==> src/core/tmd_pkg.sv <==
package tmd_pkg;

   // Register offsets (byte addresses, one word each)
   localparam logic [3:0] ADDR_CTRL   = 4'h0;  // Mode, relay writing, clear window
   localparam logic [3:0] ADDR_STATUS = 4'h4;  // Flags and error status
   localparam logic [3:0] ADDR_TRACK  = 4'h8;  // Window, sequence and ring state
   localparam logic [3:0] ADDR_BUFFER = 4'hc;  // In-out buffer for the next mark word

   // Control register field positions
   localparam int CTRL_MODE_LSB  = 0;   // Three-bit mode field
   localparam int CTRL_RELAY_BIT = 3;   // Relay track write mode
   localparam int CTRL_CLRW_BIT  = 4;   // Write one to clear the window register

   // Status register field positions
   localparam int STAT_ERR_BIT   = 0;   // Sticky mark track error
   localparam int STAT_BMS_BIT   = 1;   // Block mark seen flag
   localparam int STAT_ARM_BIT   = 2;   // Window arming bit
   localparam int STAT_WEN_BIT   = 3;   // Mark track writing active
   localparam int STAT_SEQ_LSB   = 4;   // Four-bit sequence register copy

   // Track register field positions
   localparam int TRK_WIN_LSB    = 0;   // Eight window bits
   localparam int TRK_RING_LSB   = 8;   // Six ring counter bits
   localparam int TRK_SEQ_LSB    = 16;  // Four sequence bits

   // Widths
   localparam int WIN_W   = 8;          // Window pattern bits
   localparam int PAT_W   = 6;          // Compared pattern length
   localparam int SEQ_W   = 4;          // Sequencing register stages
   localparam int RING_W  = 6;          // Word ring positions
   localparam int WORD_W  = 6;          // Mark word written per word time

   // Reset and load values
   localparam logic [3:0] SEQ_LOAD   = 4'h8;   // Value loaded on a block mark
   localparam logic [5:0] RING_INIT  = 6'h01;  // Initial ring position
   localparam logic [2:0] MODE_RESET = 3'h0;   // Move mode after reset

   // Pattern codes, plain defaults
   localparam logic [5:0] PAT_BLOCK_MARK = 6'h15;  // Periodic block mark
   localparam logic [5:0] PAT_START_MARK = 6'h2a;  // Block start mark
   localparam logic [5:0] PAT_END_MARK   = 6'h33;  // Block end mark
   localparam logic [5:0] PAT_SUPPRESS   = 6'h3c;  // Error-resembling region

   // Bit-centre timing figures
   localparam int CLK_MHZ        = 40;
   localparam int PATTERN_HOLD_US = 33;            // Pattern lifetime between shifts
   localparam int PATTERN_HOLD_CYC = PATTERN_HOLD_US * CLK_MHZ;

   // Mode encodings
   typedef enum logic [2:0] {
      TMD_MODE_MOVE      = 3'h0,
      TMD_MODE_SEARCH    = 3'h1,
      TMD_MODE_READ      = 3'h2,
      TMD_MODE_WRITE     = 3'h3,
      TMD_MODE_WRITE_TIMING_MARK_COMMAND      = 3'h4,
      TMD_MODE_READ_ALL  = 3'h5,
      TMD_MODE_WRITE_ALL = 3'h6,
      TMD_MODE_READ_IN   = 3'h7
   } tmd_mode_t;

endpackage : tmd_pkg

==> src/core/tmd_decoder.sv <==
// Local design decisions: the placing of the registers and the strobed register port.
`timescale 1ns/10ps
`default_nettype none

// Behaviour
// (RULE1) Window keeps the last eight mark bits
// (RULE2) Window shifts on each bit-centre pulse
// (RULE3) Relay track writing blocks window shifting
// (RULE4) Arming bit set only when bit eight is one
// (RULE5) Clear window resets arming and pattern bits
// (RULE6) Pattern gates enabled only while armed
// (RULE7) Six-bit patterns, arming bit excluded
// (RULE8) Sequence register plus patterns decode block marks
// (RULE9) Block mark loads sequence register with 1000
// (RULE10) Start marks shift ones into sequence register
// (RULE11) End marks shift zeros into sequence register
// (RULE12) Sequence register shifts on delayed check pulse
// (RULE13) Write mark track only in relay plus command
// (RULE14) Host starts mark writing from stopped tape
// (RULE15) Six-position ring raises data flag each word
// (RULE16) Buffered word moves to shifter on next flag
// (RULE17) Data track one copies the mark track
// (RULE18) Ring advances on between-bit pulses, six wrap
// (RULE19) Error when ring start and block mark disagree
// (RULE20) Error output only in read/write modes
// (RULE21) Clear window across error-resembling regions
// (RULE22) Block mark seen flag gates early errors
// (RULE23) Timing pulses ignored while delay in progress
// (RULE24) Sticky error bit until mode write or reset
module tmd_decoder
   import tmd_pkg::*;
(
   // Clock and reset
   input  wire logic        clk,
   input  wire logic        arst_n,
   // Register port
   input  wire logic [3:0]  reg_addr,
   input  wire logic [31:0] reg_wdata,
   input  wire logic        reg_wr,
   input  wire logic        reg_rd,
   output var  logic [31:0] reg_rdata,
   // Tape side inputs
   input  wire logic        mark_bit,
   input  wire logic        bit_centre_pulse,
   input  wire logic        between_bit_pulse,
   input  wire logic        delayed_check_pulse,
   input  wire logic        delay_in_progress,
   // Tape side outputs
   output var  logic        mark_write_bit,
   output var  logic        data1_write_bit,
   output var  logic        track_write_en,
   // Host side outputs
   output var  logic        data_flag,
   output var  logic        mark_track_error,
   output var  logic [3:0]  start_mark_id,
   output var  logic [3:0]  end_mark_id
);

   // Reset release chain
   logic              rst_s1_r;        // First reset stage
   logic              rst_n_r;         // Released reset used everywhere

   // Pin synchronisers, five inputs in one vector
   logic [4:0]        pin_s1_r;        // First stage
   logic [4:0]        pin_s2_r;        // Second stage
   logic [4:0]        pin_s3_r;        // Third stage
   logic [4:0]        pin_lvl_r;       // Agreed level
   logic [4:0]        pin_prev_r;      // Level one cycle earlier
   logic [4:0]        pin_raw;         // Concatenated pins

   // Software state
   tmd_mode_t         mode_r;          // Commanded mode
   logic              relay_r;         // Relay track write mode
   logic [WORD_W-1:0] in_out_buffer;   // Next mark word from host
   logic              err_sticky_r;    // Sticky error bit

   // Track state
   logic [WIN_W-1:0]  window_r;        // Eight pattern bits, bit 7 oldest
   logic              arm_r;           // Ninth arming bit
   logic [SEQ_W-1:0]  mark_sequence_register; // Block mark sequencer
   logic [RING_W-1:0] word_ring_counter;      // One-hot word ring
   logic              block_mark_seen_flag;   // Sync seen since clear
   logic [WORD_W-1:0] shift_r;         // Mark word being written

   // Qualified timing events
   logic              mark_lvl;        // Synchronised mark bit
   logic              tp_centre;       // Valid bit-centre edge
   logic              tp_between;      // Valid between-bit edge
   logic              tp_check;        // Valid delayed check edge
   logic              dip_lvl;         // Synchronised delay in progress

   // Decoding
   logic [PAT_W-1:0]  pattern;         // Six newest window bits
   logic              hit_block;       // Periodic block mark present
   logic              hit_start;       // Start mark present
   logic              hit_end;         // End mark present
   logic              hit_suppress;    // Error-like region present
   logic              clear_window;    // Clear pulse for window and flag
   logic              mode_wr;         // Control register write
   logic              writing;         // Mark track writing enabled
   logic              check_mode;      // Mode that checks errors
   logic              err_event;       // Error detected this cycle
   logic              word_wrap;       // Ring returns to start

   // Reset release through two flip-flops
   always_ff @(posedge clk or negedge arst_n) begin
      // Asserts at once
      if (!arst_n) begin
         rst_s1_r <= 1'b0;
         rst_n_r  <= 1'b0;
      end else begin
         // Ones walk in
         rst_s1_r <= 1'b1;
         rst_n_r  <= rst_s1_r;
      end
   end

   assign pin_raw = {delay_in_progress, delayed_check_pulse, between_bit_pulse,
                     bit_centre_pulse, mark_bit};

   // Three-stage synchronisers; a level counts when stages two and three agree
   always_ff @(posedge clk or negedge rst_n_r) begin
      if (!rst_n_r) begin
         pin_s1_r   <= 5'h00;
         pin_s2_r   <= 5'h00;
         pin_s3_r   <= 5'h00;
         pin_lvl_r  <= 5'h00;
         pin_prev_r <= 5'h00;
      end else begin
         pin_s1_r   <= pin_raw;
         pin_s2_r   <= pin_s1_r;
         pin_s3_r   <= pin_s2_r;
         // For edge finding
         pin_prev_r <= pin_lvl_r;
         // Moves once stages agree
         for (int i = 0; i < 5; i++) begin
            if (pin_s2_r[i] == pin_s3_r[i]) begin
               pin_lvl_r[i] <= pin_s3_r[i];
            end
         end
      end
   end

   // Rising edges of the timing pulses, dropped while delay is in progress
   assign mark_lvl   = pin_lvl_r[0];
   assign dip_lvl    = pin_lvl_r[4];
   assign tp_centre  = pin_lvl_r[1] & ~pin_prev_r[1] & ~dip_lvl; // RULE23
   assign tp_between = pin_lvl_r[2] & ~pin_prev_r[2] & ~dip_lvl; // RULE23
   assign tp_check   = pin_lvl_r[3] & ~pin_prev_r[3] & ~dip_lvl; // RULE23

   // Mode decode
   assign mode_wr    = reg_wr && (reg_addr == ADDR_CTRL);
   assign writing    = relay_r && (mode_r == TMD_MODE_WRITE_TIMING_MARK_COMMAND); // RULE13
   assign check_mode = (mode_r == TMD_MODE_WRITE) || (mode_r == TMD_MODE_READ) ||
                       (mode_r == TMD_MODE_WRITE_ALL) ||
                       (mode_r == TMD_MODE_READ_ALL); // RULE20

   // Pattern gates see six bits only and need the arming bit
   assign pattern      = window_r[PAT_W-1:0]; // RULE7
   assign hit_block    = arm_r && (pattern == PAT_BLOCK_MARK); // RULE6
   assign hit_start    = arm_r && (pattern == PAT_START_MARK); // RULE6
   assign hit_end      = arm_r && (pattern == PAT_END_MARK); // RULE6
   assign hit_suppress = arm_r && (pattern == PAT_SUPPRESS); // RULE6

   // Window cleared by software, by a new mode, or over error-like regions
   assign clear_window = mode_wr || hit_suppress && tp_check || // RULE21
                         (reg_wr && (reg_addr == ADDR_CTRL) && reg_wdata[CTRL_CLRW_BIT]);

   // Error strobe at the delayed check pulse
   assign err_event = tp_check && check_mode && block_mark_seen_flag && // RULE20 RULE22
                      (word_ring_counter[0] != hit_block); // RULE19

   assign word_wrap = tp_between && word_ring_counter[RING_W-1];

   // Software registers
   always_ff @(posedge clk or negedge rst_n_r) begin
      if (!rst_n_r) begin
         mode_r        <= TMD_MODE_MOVE;
         relay_r       <= 1'b0;
         in_out_buffer <= '0;
      end else begin
         // Mode and relay together
         if (mode_wr) begin
            mode_r  <= tmd_mode_t'(reg_wdata[CTRL_MODE_LSB +: 3]);
            relay_r <= reg_wdata[CTRL_RELAY_BIT];
         end
         // Host loads the next mark word after each data flag
         if (reg_wr && (reg_addr == ADDR_BUFFER)) begin
            in_out_buffer <= reg_wdata[WORD_W-1:0]; // RULE16
         end
      end
   end

   // Window register with arming bit
   always_ff @(posedge clk or negedge rst_n_r) begin
      if (!rst_n_r) begin
         window_r <= '0;
         arm_r    <= 1'b0;
      end else if (clear_window) begin
         // Clear beats a shift
         window_r <= '0; // RULE5
         arm_r    <= 1'b0; // RULE5
      end else if (tp_centre && !relay_r) begin // RULE2 RULE3
         // Newest bit at bit 0
         window_r <= {window_r[WIN_W-2:0], mark_lvl}; // RULE1
         // Arm behind a one
         if (window_r[WIN_W-1]) begin
            arm_r <= 1'b1; // RULE4
         end
      end
   end

   // Sequencing register steps at the delayed check pulse
   always_ff @(posedge clk or negedge rst_n_r) begin
      if (!rst_n_r) begin
         mark_sequence_register <= '0;
      end else if (tp_check) begin // RULE12
         if (hit_block) begin
            // Reload
            mark_sequence_register <= SEQ_LOAD; // RULE9
         end else if (hit_start) begin
            // Shift in a one
            mark_sequence_register <= {1'b1, mark_sequence_register[SEQ_W-1:1]}; // RULE10
         end else if (hit_end) begin
            // Shift in a zero
            mark_sequence_register <= {1'b0, mark_sequence_register[SEQ_W-1:1]}; // RULE11
         end
      end
   end

   // Decoded mark identities, valid from the delayed check pulse
   always_ff @(posedge clk or negedge rst_n_r) begin
      if (!rst_n_r) begin
         start_mark_id <= '0;
         end_mark_id   <= '0;
      end else if (tp_check) begin
         start_mark_id <= '0;
         end_mark_id   <= '0;
         // Start marks: the state before the step
         // First start sees the loaded 1000
         if (hit_start) begin
            unique case (mark_sequence_register) // RULE8 RULE10
               4'h8:    start_mark_id <= 4'h1;
               4'hc:    start_mark_id <= 4'h2;
               4'he:    start_mark_id <= 4'h4;
               4'hf:    start_mark_id <= 4'h8;
               default: start_mark_id <= 4'h0;
            endcase
         end
         // End marks: prefinal, final, check, spare
         // Ends use the stepped state
         if (hit_end) begin
            unique case ({1'b0, mark_sequence_register[SEQ_W-1:1]}) // RULE8
               4'h7:    end_mark_id <= 4'h1;
               4'h3:    end_mark_id <= 4'h2;
               4'h1:    end_mark_id <= 4'h4;
               4'h0:    end_mark_id <= 4'h8;
               default: end_mark_id <= 4'h0;
            endcase
         end
      end
   end

   // Block mark seen flag; a set in the clearing cycle wins
   always_ff @(posedge clk or negedge rst_n_r) begin
      if (!rst_n_r) begin
         block_mark_seen_flag <= 1'b0;
      end else if (hit_block && tp_check) begin
         // Set at check
         block_mark_seen_flag <= 1'b1; // RULE22
      end else if (clear_window) begin
         // Cleared by clear window
         block_mark_seen_flag <= 1'b0; // RULE22
      end
   end

   // Word ring counter, one circulating one
   always_ff @(posedge clk or negedge rst_n_r) begin
      if (!rst_n_r) begin
         word_ring_counter <= RING_INIT; // RULE15
      end else if (tp_between) begin
         // Home again after six
         word_ring_counter <= {word_ring_counter[RING_W-2:0],
                               word_ring_counter[RING_W-1]}; // RULE18
      end
   end

   // Data flag and word shifter for mark writing
   always_ff @(posedge clk or negedge rst_n_r) begin
      if (!rst_n_r) begin
         data_flag <= 1'b0;
         shift_r   <= '0;
      end else begin
         data_flag <= writing && word_wrap; // RULE15
         if (writing && word_wrap) begin
            // Take the buffered word
            shift_r <= in_out_buffer; // RULE16
         end else if (writing && tp_between) begin
            // Next bit to the top
            shift_r <= {shift_r[WORD_W-2:0], 1'b0};
         end
      end
   end

   // Writer outputs; data track one carries the same bit
   always_ff @(posedge clk or negedge rst_n_r) begin
      if (!rst_n_r) begin
         mark_write_bit  <= 1'b0;
         data1_write_bit <= 1'b0;
         track_write_en  <= 1'b0;
      end else begin
         // Idle unless writing
         track_write_en  <= writing; // RULE13
         mark_write_bit  <= writing & shift_r[WORD_W-1];
         data1_write_bit <= writing & shift_r[WORD_W-1]; // RULE17
      end
   end

   // Error pulse and sticky bit; a new error beats the clearing mode write
   always_ff @(posedge clk or negedge rst_n_r) begin
      if (!rst_n_r) begin
         mark_track_error <= 1'b0;
         err_sticky_r     <= 1'b0;
      end else begin
         mark_track_error <= err_event; // RULE19
         if (err_event) begin
            // Held for software
            err_sticky_r <= 1'b1; // RULE24
         end else if (mode_wr) begin
            // New mode clears it
            err_sticky_r <= 1'b0; // RULE24
         end
      end
   end

   // Read data, valid the cycle after the read strobe
   always_ff @(posedge clk or negedge rst_n_r) begin
      if (!rst_n_r) begin
         reg_rdata <= '0;
      end else if (reg_rd) begin
         reg_rdata <= '0;
         unique case (reg_addr)
            ADDR_CTRL: begin
               reg_rdata[CTRL_MODE_LSB +: 3] <= mode_r;
               reg_rdata[CTRL_RELAY_BIT]     <= relay_r;
            end
            ADDR_STATUS: begin
               reg_rdata[STAT_ERR_BIT]           <= err_sticky_r;
               reg_rdata[STAT_BMS_BIT]           <= block_mark_seen_flag;
               reg_rdata[STAT_ARM_BIT]           <= arm_r;
               reg_rdata[STAT_WEN_BIT]           <= writing;
               reg_rdata[STAT_SEQ_LSB +: SEQ_W]  <= mark_sequence_register;
            end
            ADDR_TRACK: begin
               reg_rdata[TRK_WIN_LSB +: WIN_W]   <= window_r;
               reg_rdata[TRK_RING_LSB +: RING_W] <= word_ring_counter;
               reg_rdata[TRK_SEQ_LSB +: SEQ_W]   <= mark_sequence_register;
            end
            ADDR_BUFFER: begin
               reg_rdata[WORD_W-1:0] <= in_out_buffer;
            end
            default: begin
               reg_rdata <= '0;
            end
         endcase
      end else begin
         reg_rdata <= '0;
      end
   end

endmodule : tmd_decoder

`default_nettype wire

==> config.mk <==
export PLATFORM = sky130hd
export DESIGN_NAME = tmd_decoder
export DESIGN_NICKNAME = d
export VERILOG_FILES = /design/src/core/tmd_pkg.sv /design/src/core/tmd_decoder.sv
export SDC_FILE = /design/constraint.sdc
export NUM_CORES = 1
export LEC_CHECK = 0
export BUFFER_PORTS_ARGS = -buffer_cell sky130_fd_sc_hd__buf_2
export CAP_MARGIN = 20
export CORE_ASPECT_RATIO = 1.25
export CORE_MARGIN = 1.5
export CORE_UTILIZATION = 50
export DETAILED_ROUTE_END_ITERATION = 7
export PLACE_DENSITY = 0.73
export SLEW_MARGIN = 15
export SYNTH_ARGS = -nofsm -noshare
export SYNTH_HDL_FRONTEND = slang
export SYNTH_SLANG_ARGS = --single-unit
export TNS_END_PERCENT = 5
==> constraint.sdc <==
create_clock -name clk -period 4.9 [get_ports clk]
set_clock_uncertainty 0.2 [all_clocks]
set_input_delay 0.98 -clock clk [delete_from_list [all_inputs] [get_ports clk]]
set_output_delay 0.98 -clock clk [all_outputs]
set_load 0.1 [all_outputs]
Word-level counts from Yosys, hierarchy flattened

Index checks and enable logic that the tools add are counted.

Equal/unequal tests: 25
Mux-type cells: 24
Bitwise gates (word level): 11
Reduce and logical (&&, ||, !) cells: 33

Operator list:

| kind                                          | count |
|---|---|
| case mux 4 bit (4 select lines)               | 3 |
| == test 4 bit, second input constant          | 6 |
| two-way mux 4 bit                             | 6 |
| two-way mux 20 bit                            | 1 |
| == test 6 bit, second input constant          | 3 |
| two-way mux 6 bit                             | 3 |
| logical AND 1 bit                             | 17 |
| two-way mux 8 bit                             | 2 |
| == test 3 bit, second input constant          | 4 |
| nonzero test 2 bit                            | 5 |
| == test 3 x 2 -> 1 bit, second input constant | 3 |
| AND 1 bit                                     | 7 |
| two-way mux 1 bit                             | 7 |
| == test 6 x 5 -> 1 bit, second input constant | 1 |
| case mux 2 bit (3 select lines)               | 1 |
| == test 1 bit                                 | 5 |
| logical OR 1 bit                              | 5 |
| == test 4 x 3 -> 1 bit, second input constant | 1 |
| zero test 4 bit                               | 1 |
| inverter 1 bit                                | 4 |
| case mux 2 bit (2 select lines)               | 1 |
| AND reduction 2 bit                           | 2 |
| == test 3 x 1 -> 1 bit, second input constant | 1 |
| zero test 3 bit                               | 1 |
| other kinds (3)                               | 3 |

Bits in registers: 107
Input bits: 45
Output and inout bits: 45
Word-level logic and storage cells: 121

Depth between registers and ports, before layout

Gate-level depths: netlist (run 1).

Word-level depth: 8
Depth in mapped cells: 5

Worst setup path after synthesis (run 1)

Ideal clock, no wire load.

Kind: register to output
Start: register data1_write_bit (netlist name)
End: output port mark_write_bit
Data arrival time: 1.324 ns
Data required time: 3.720 ns
Setup slack: 2.396 ns
Stages on the path, launching flop included: 2
Path buffers: 1
Path through: dfrtp_1 -> buf_4

RTL lines:

| item      | line              | text |
|---|---|---|
| to (decl) | tmd_decoder.sv:49 | `output var logic mark_write_bit,` |

Worst setup path in the final report (run 1)

Start: register start_mark_id[3]
End: output port start_mark_id[3]

RTL lines:

| item                   | line               | text |
|---|---|---|
| from (decl)            | tmd_decoder.sv:55  | `output var logic [3:0] start_mark_id,` |
| from (signal assigned) | tmd_decoder.sv:234 | `start_mark_id <= '0;` |
| from (signal assigned) | tmd_decoder.sv:237 | `start_mark_id <= '0;` |
| from (signal assigned) | tmd_decoder.sv:243 | `4'h8: start_mark_id <= 4'h1;` |

No word-level cell between the ends.

==> results of run 1 <==
==> state kept, by name (all words and copies together), names as in the netlist <==
signal and flops:
err_sticky_r 1, pin_s2_r 5, window_r 8, start_mark_id 4, pin_prev_r 3, end_mark_id 4
track_write_en 1, mark_sequence_register 4, in_out_buffer 6, pin_lvl_r 5, mark_track_error 1, pin_s1_r 5
rst_n_r 1, block_mark_seen_flag 1, word_ring_counter 6, data_flag 1, data1_write_bit 1, relay_r 1
pin_s3_r 5, rst_s1_r 1, arm_r 1, reg_rdata 18, mode_r 3, shift_r 6
==> metrics by stage <==
step | hold slack, ns | instances
floorplan | 0.131 | 288
global placement | 0.131 | 401
detailed placement | 0.136 | 401
global route | 0.0797 | 418
finish | 0.0469 | 418
CTS | 0.155 | 417
==> logic make-up after synthesis <==
| family | share of synthesized area, % |
|---|---|
| muxes | 8.87 |
| and+or+nand+nor | 12.6 |
| xor gates and xnor gates | 0.485 |
| DFF | 63.8 |
| other | 0.208 |
| adders and majority gates | 1.39 |
| AOI/OAI and AO/OA | 7.90 |
| buffers and inverters | 4.75 |
==> power by group through the flow <==
stage / clock [mW] / combinational (mW) / sequential [mW]
2_1_floorplan: 0 / 0.137 / 0.881
3_3_place_gp: 0 / 0.166 / 0.882
3_5_place_dp: 0 / 0.170 / 0.884
4_1_cts: 0.466 / 0.170 / 0.870
5_1_grt: 0.502 / 0.194 / 0.869
6_report: 0.451 / 0.181 / 0.859
==> cells in the final DEF (no fill, tap or decap), types with 2 or more instances in the layout <==
master and instances:
nor2_1 9, a21oi_1 9, o21ai_0 10, clkinvlp_4 2, clkbuf_8 10, maj3_1 5, and4_1 2, or3b_1 2
buf_2 49, a22o_1 2, nand4b_1 2, o41ai_1 2, nor3_2 2, conb_1 15, mux2i_1 5, mux4_2 4
a22oi_1 4, and2_1 11, nand3b_1 2, and3_1 5, clkinv_2 3, nand2_1 31, a32o_1 7, inv_1 4
mux2_2 16, dfrtp_1 90, nor2b_1 3
==> Yosys cell counts (2+ instances only) <==
cell type | n | share of area [%]
a21oi_1 | 9 | 1.2
a22o_1 | 2 | 0.49
a22oi_1 | 4 | 0.83
a32o_1 | 7 | 1.9
and2_1 | 11 | 1.9
and3_1 | 5 | 0.87
and4_1 | 2 | 0.49
buf_1 | 3 | 0.31
buf_2 | 2 | 0.28
buf_4 | 15 | 3.1
clkbuf_1 | 6 | 0.62
conb_1 | 2 | 0.21
dfrtp_1 | 91 | 63
inv_1 | 4 | 0.42
maj3_1 | 5 | 1.4
mux2_2 | 16 | 5.0
mux2i_1 | 5 | 1.4
mux4_2 | 4 | 2.5
nand2_1 | 31 | 3.2
nand3b_1 | 2 | 0.42
nand4b_1 | 2 | 0.49
nor2_1 | 9 | 0.94
nor2b_1 | 3 | 0.52
nor3_2 | 2 | 0.55
o21ai_0 | 10 | 1.4
o41ai_1 | 2 | 0.49
or3b_1 | 2 | 0.49
==> layout make-up <==
class,count,area share (%)
multi-input combinational,166,29.1
timing repair buffer,50,6.70
clock buffer,10,3.38
sequential,92,56.7
tap,90,2.77
clock inverter,6,0.953
inverter,4,0.369
==> layer usage <==
metal / GRT usage (%) / vias up / part of all wire, %
met3: 3.93 / 13 / 4.4
met4: 10.7 / 0 / 3.0
met2: 26.7 / 60 / 50
li1: - / 1026 / -
met1: 22.7 / 1063 / 43
met5: 0 / - / 0
==> final timing paths <==
check,from,endpoint,slack (ns),cells after the start
max,start_mark_id[3],start_mark_id[3],2.57,1
min,rst_n_r,pin_s3_r[2],0.05,0
max reg2reg,pin_lvl_r[4],mark_sequence_register[1],2.74,3
min reg2reg,rst_n_r,pin_s3_r[2],0.05,0
max in group asynchronous,rst_n_r,word_ring_counter[0],3.79,1
min in group clk,pin_s1_r[2],pin_s2_r[2],0.15,0
==> impl_metrics.ini, run 1 <==
[status]
status = complete, no violations

[route]
vias = 2162
wl_mm = 6.04
avgViaCountPerCell = 5.17
wl_per_cell_um = 14.4
drt_iter0_drc = 128
drcViolationCount = 0
ant_nets = 0
first_pass_iters = 4

[placed_design]
pre_cts_slack_ns = 2.38
port_buffers = 49
dpl_cell_area_um2 = 3860
gp_congestion = 0.760
hpwl_mm = 4.18

[cts]
h-tree-depth = 3
post-cts-setup-buffer-count = 0
ctsHoldBuffers = 0
clk_pin_slew_worst_paths_ns = 0.09
cts_buffers = 9
ctsResizeCount = 0
clkSinkCount = 92
cts_tree = yes
clock_latency_ns = 0.36
clk_path_buf_depth = 2
cts-root-buf = clkbuf_8

[critical_path]
cp_max_fo = 2
critPathTopFamily = buffers and inverters
worstPathRequired_ns = 3.72
cp_cell_sequence = buf_2
crit_path_start_kind = register
critPathKind = reg2out
endpoint_kind = output pin
slowest_stage = buf_2
arrival_ns = 1.15
path_buf_inv = 1
cpPeakStageDelay_ns = 0.43

[layout]
syn_to_final_growth_pct = 12.7
fin_util_pct = 58.3
multi_input_area_um2 = 1180
diodes = 0
finalInstanceArea_um2 = 4070
layout-drive-gt1-share_pct = 29.6
fin_nets = 368
fillers = 598
regArea_um2 = 2310

[synthesis]
synth_ff_type = dfrtp_1
yosys_warnings = 0
async_flop_share_pct = 100
synthCells = 275
synth_edf_count = 0
synth_area_um2 = 3610
seq_area_frac_synth_pct = 63.8
ys_ff_latch = 92
syn_area_per_cell_um2 = 13.1
synth.distinct_cells = 46

[sta]
tns_ns = 0
finalHoldViolCount = 0
rsz0062_at_grt = no
period_share_pct = 47.5
worstMarginPinSlew_ns = 0.845
finalMaxSlewViolations = 0
fmax_ghz = 0.430
worst_slack_ns = 2.57
finalSetupViolations = 0
period_minus_slack_ns = 2.33
relSlewSlack_pct = 43.6

[pwr]
p_sw_uw = 424
p_comb_share_pct = 12.1
totalPowerFinal_mw = 1.49
netSwitchingFraction_pct = 28.5
power.density_nw_per_um2 = 366
internal_power_mw = 1.07
clkPwrFrac_pct = 30.3
leakage_nw = 1.92
pwr-share-seq_pct = 57.6
ir_drop_v = 0.000218

[floorplan]
start_util_pct = 51.8
num_io_pins = 90
rows = 34
die_x_um = 79.0
fp.dieH_um = 98.0
core-area_um2 = 6980
die-area_um2 = 7740

[grt]
antenna_found_initial = 0
grt_max_degree = 91
grt_pass1_wl_mm = 10.2
grt.total_usage_pct = 17.5
grt_pass1_vias = 2085
grt_overflow_total = 0

[job]
cap_violations = 0

[worst_hold_path]
worst_hold_path_type = reg2async
No activity file was read; power rests on OpenSTA's default activity.
==> run 2: changes to the inputs <==
- clock period: 4.9 -> 2.3 ns (I/O delays scaled with it)
==> run 2 against run 1 <==
Compared with the run above: first-iteration DRC count down 32%; global-route usage rose by 0.57 points; clock power increased to 2.7 times the previous value; worst hold slack gained 0.030 ns; die area did not move; routed wire length increased by 3.7%; setup slack worse by 2.2 ns; sequential power grew 110%; critical endpoint is now arm_r; largest power group unchanged.
==> impl_metrics.ini, run 2 (synthesis gave the netlist of run 1 again) <==
[route]
ant_nets = 0
drcViolationCount = 0
wl_mm = 6.26
first_pass_iters = 4
vias = 2239
wl_per_cell_um = 14.5
avgViaCountPerCell = 5.21
drt_iter0_drc = 87

[grt]
grt.total_usage_pct = 18.1
grt_pass1_wl_mm = 10.7
grt_pass1_vias = 2270
grt_overflow_total = 0
grt_max_degree = 43
antenna_found_initial = 0

[cts]
h-tree-depth = 3
clock_latency_ns = 0.36
clkSinkCount = 92
cts-root-buf = clkbuf_8
cts_tree = yes
cts_buffers = 9
ctsResizeCount = 0
clk_pin_slew_worst_paths_ns = 0.10
clk_path_buf_depth = 2

[sta]
finalSetupViolations = 0
tns_ns = 0
rsz0062_at_grt = no
fmax_ghz = 0.525
period_share_pct = 82.8
holdWs_ns = 0.0770
finalMaxSlewViolations = 0
period_minus_slack_ns = 1.91
finalHoldViolCount = 0
relSlewSlack_pct = 66.5
worst_slack_ns = 0.395
worstMarginPinSlew_ns = 0.503

[worst_hold_path]
worst_hold_path_type = reg2async

[status]
status = complete, no violations

[critical_path]
cpPeakStageDelay_ns = 0.53
critPathKind = reg2reg
slowest_stage = o31ai_4
arrival_ns = 1.93
worstPathRequired_ns = 2.32
endpoint_kind = register
cp_cell_sequence = or3b_1, o31ai_4, nor2_1
path_buf_inv = 0
crit_path_start_kind = register
cp_max_fo = 10
critPathTopFamily = simple AND/OR/NAND/NOR gates

[pwr]
totalPowerFinal_mw = 3.43
power.density_nw_per_um2 = 813
ir_drop_v = 0.000410
leakage_nw = 2.00

[floorplan]
rows = 34
fp.dieH_um = 98.0
core-area_um2 = 6980
die_x_um = 79.0
die-area_um2 = 7740
num_io_pins = 90
start_util_pct = 51.8

[layout]
finalInstanceArea_um2 = 4220
fin_cells = 430
fillers = 561
layout_commonest_cell = dfrtp_1
top_register = reg_rdata
final_cell_mix = dfrtp_1 (90), buf_2 (49), nand2_1 (31)
layout-drive-gt1-share_pct = 30.3
fin_nets = 380
fin_util_pct = 60.4
diodes = 0
largest_reg_flops = 18
reg_top3 = reg_rdata (18), window_r (8)
syn_to_final_growth_pct = 16.7

[placed_design]
gp_congestion = 0.768
hpwl_mm = 4.46
dpl_cell_area_um2 = 3930
port_buffers = 49
post-place-cells = 408
pre_cts_slack_ns = 0.279

[job]
cap_violations = 0
## run 2: cell count changes in the layout (fill, tap and decap cells not counted), sizes merged
cell and change:
dlygate4sd3 +6, buf +6, clkinvlp -2, inv -1, clkinv +1, bufinv +2
## run 2: final timing paths
| kind | from | slack (ns) | cells after the start | endpoint |
|---|---|---|---|---|
| max | pin_lvl_r[4] | 0.39 | 3 | arm_r |
| min | rst_n_r | 0.08 | 0 | in_out_buffer[0] |
| max reg2reg | pin_lvl_r[4] | 0.39 | 3 | arm_r |
| min reg2reg | rst_n_r | 0.08 | 0 | in_out_buffer[0] |
| max in group asynchronous | rst_n_r | 1.26 | 1 | mark_sequence_register[1] |
| min in group clk | reg_wdata[5] | 0.13 | 2 | in_out_buffer[5] |
## run 2: layout make-up
| cell class | instances | area (um^2) | share of cell area, % |
|---|---|---|---|
| Sequential cell | 92 | 2310 | 54.7 |
| Multi-Input combinational cell | 166 | 1180 | 28.1 |
| Timing Repair Buffer | 62 | 370 | 8.79 |
| Clock buffer | 10 | 138 | 3.27 |
| Tap cell | 90 | 113 | 2.67 |
| Clock inverter | 6 | 87.6 | 2.08 |
| Inverter | 4 | 15.0 | 0.356 |
## run 2: repair_timing
item	in CTS	in global routing
hold endpoints to repair	7	0
hold buffers	6	0
buffers inserted	0	0
## run 2: per-layer routing
| metal | track usage (%) | part of all wire [%] | wire length, um | vias to the layer above |
|---|---|---|---|---|
| met4 | 10.1 | 3.3 | 206 | 0 |
| li1 | - | - | - | 1046 |
| met1 | 22.1 | 43 | 2680 | 1113 |
| met5 | 0 | 0 | 0 | - |
| met3 | 4.58 | 3.7 | 234 | 17 |
| met2 | 29.0 | 50 | 3140 | 63 |
## run 2: power by group
group	total, mW	switching, mW	leakage [nW]	internal, mW
registers	1.83	0.112	1.20	1.72
clock network	1.20	0.555	0.116	0.642
logic	0.400	0.255	0.683	0.145
total	3.43	0.922	2.00	2.51
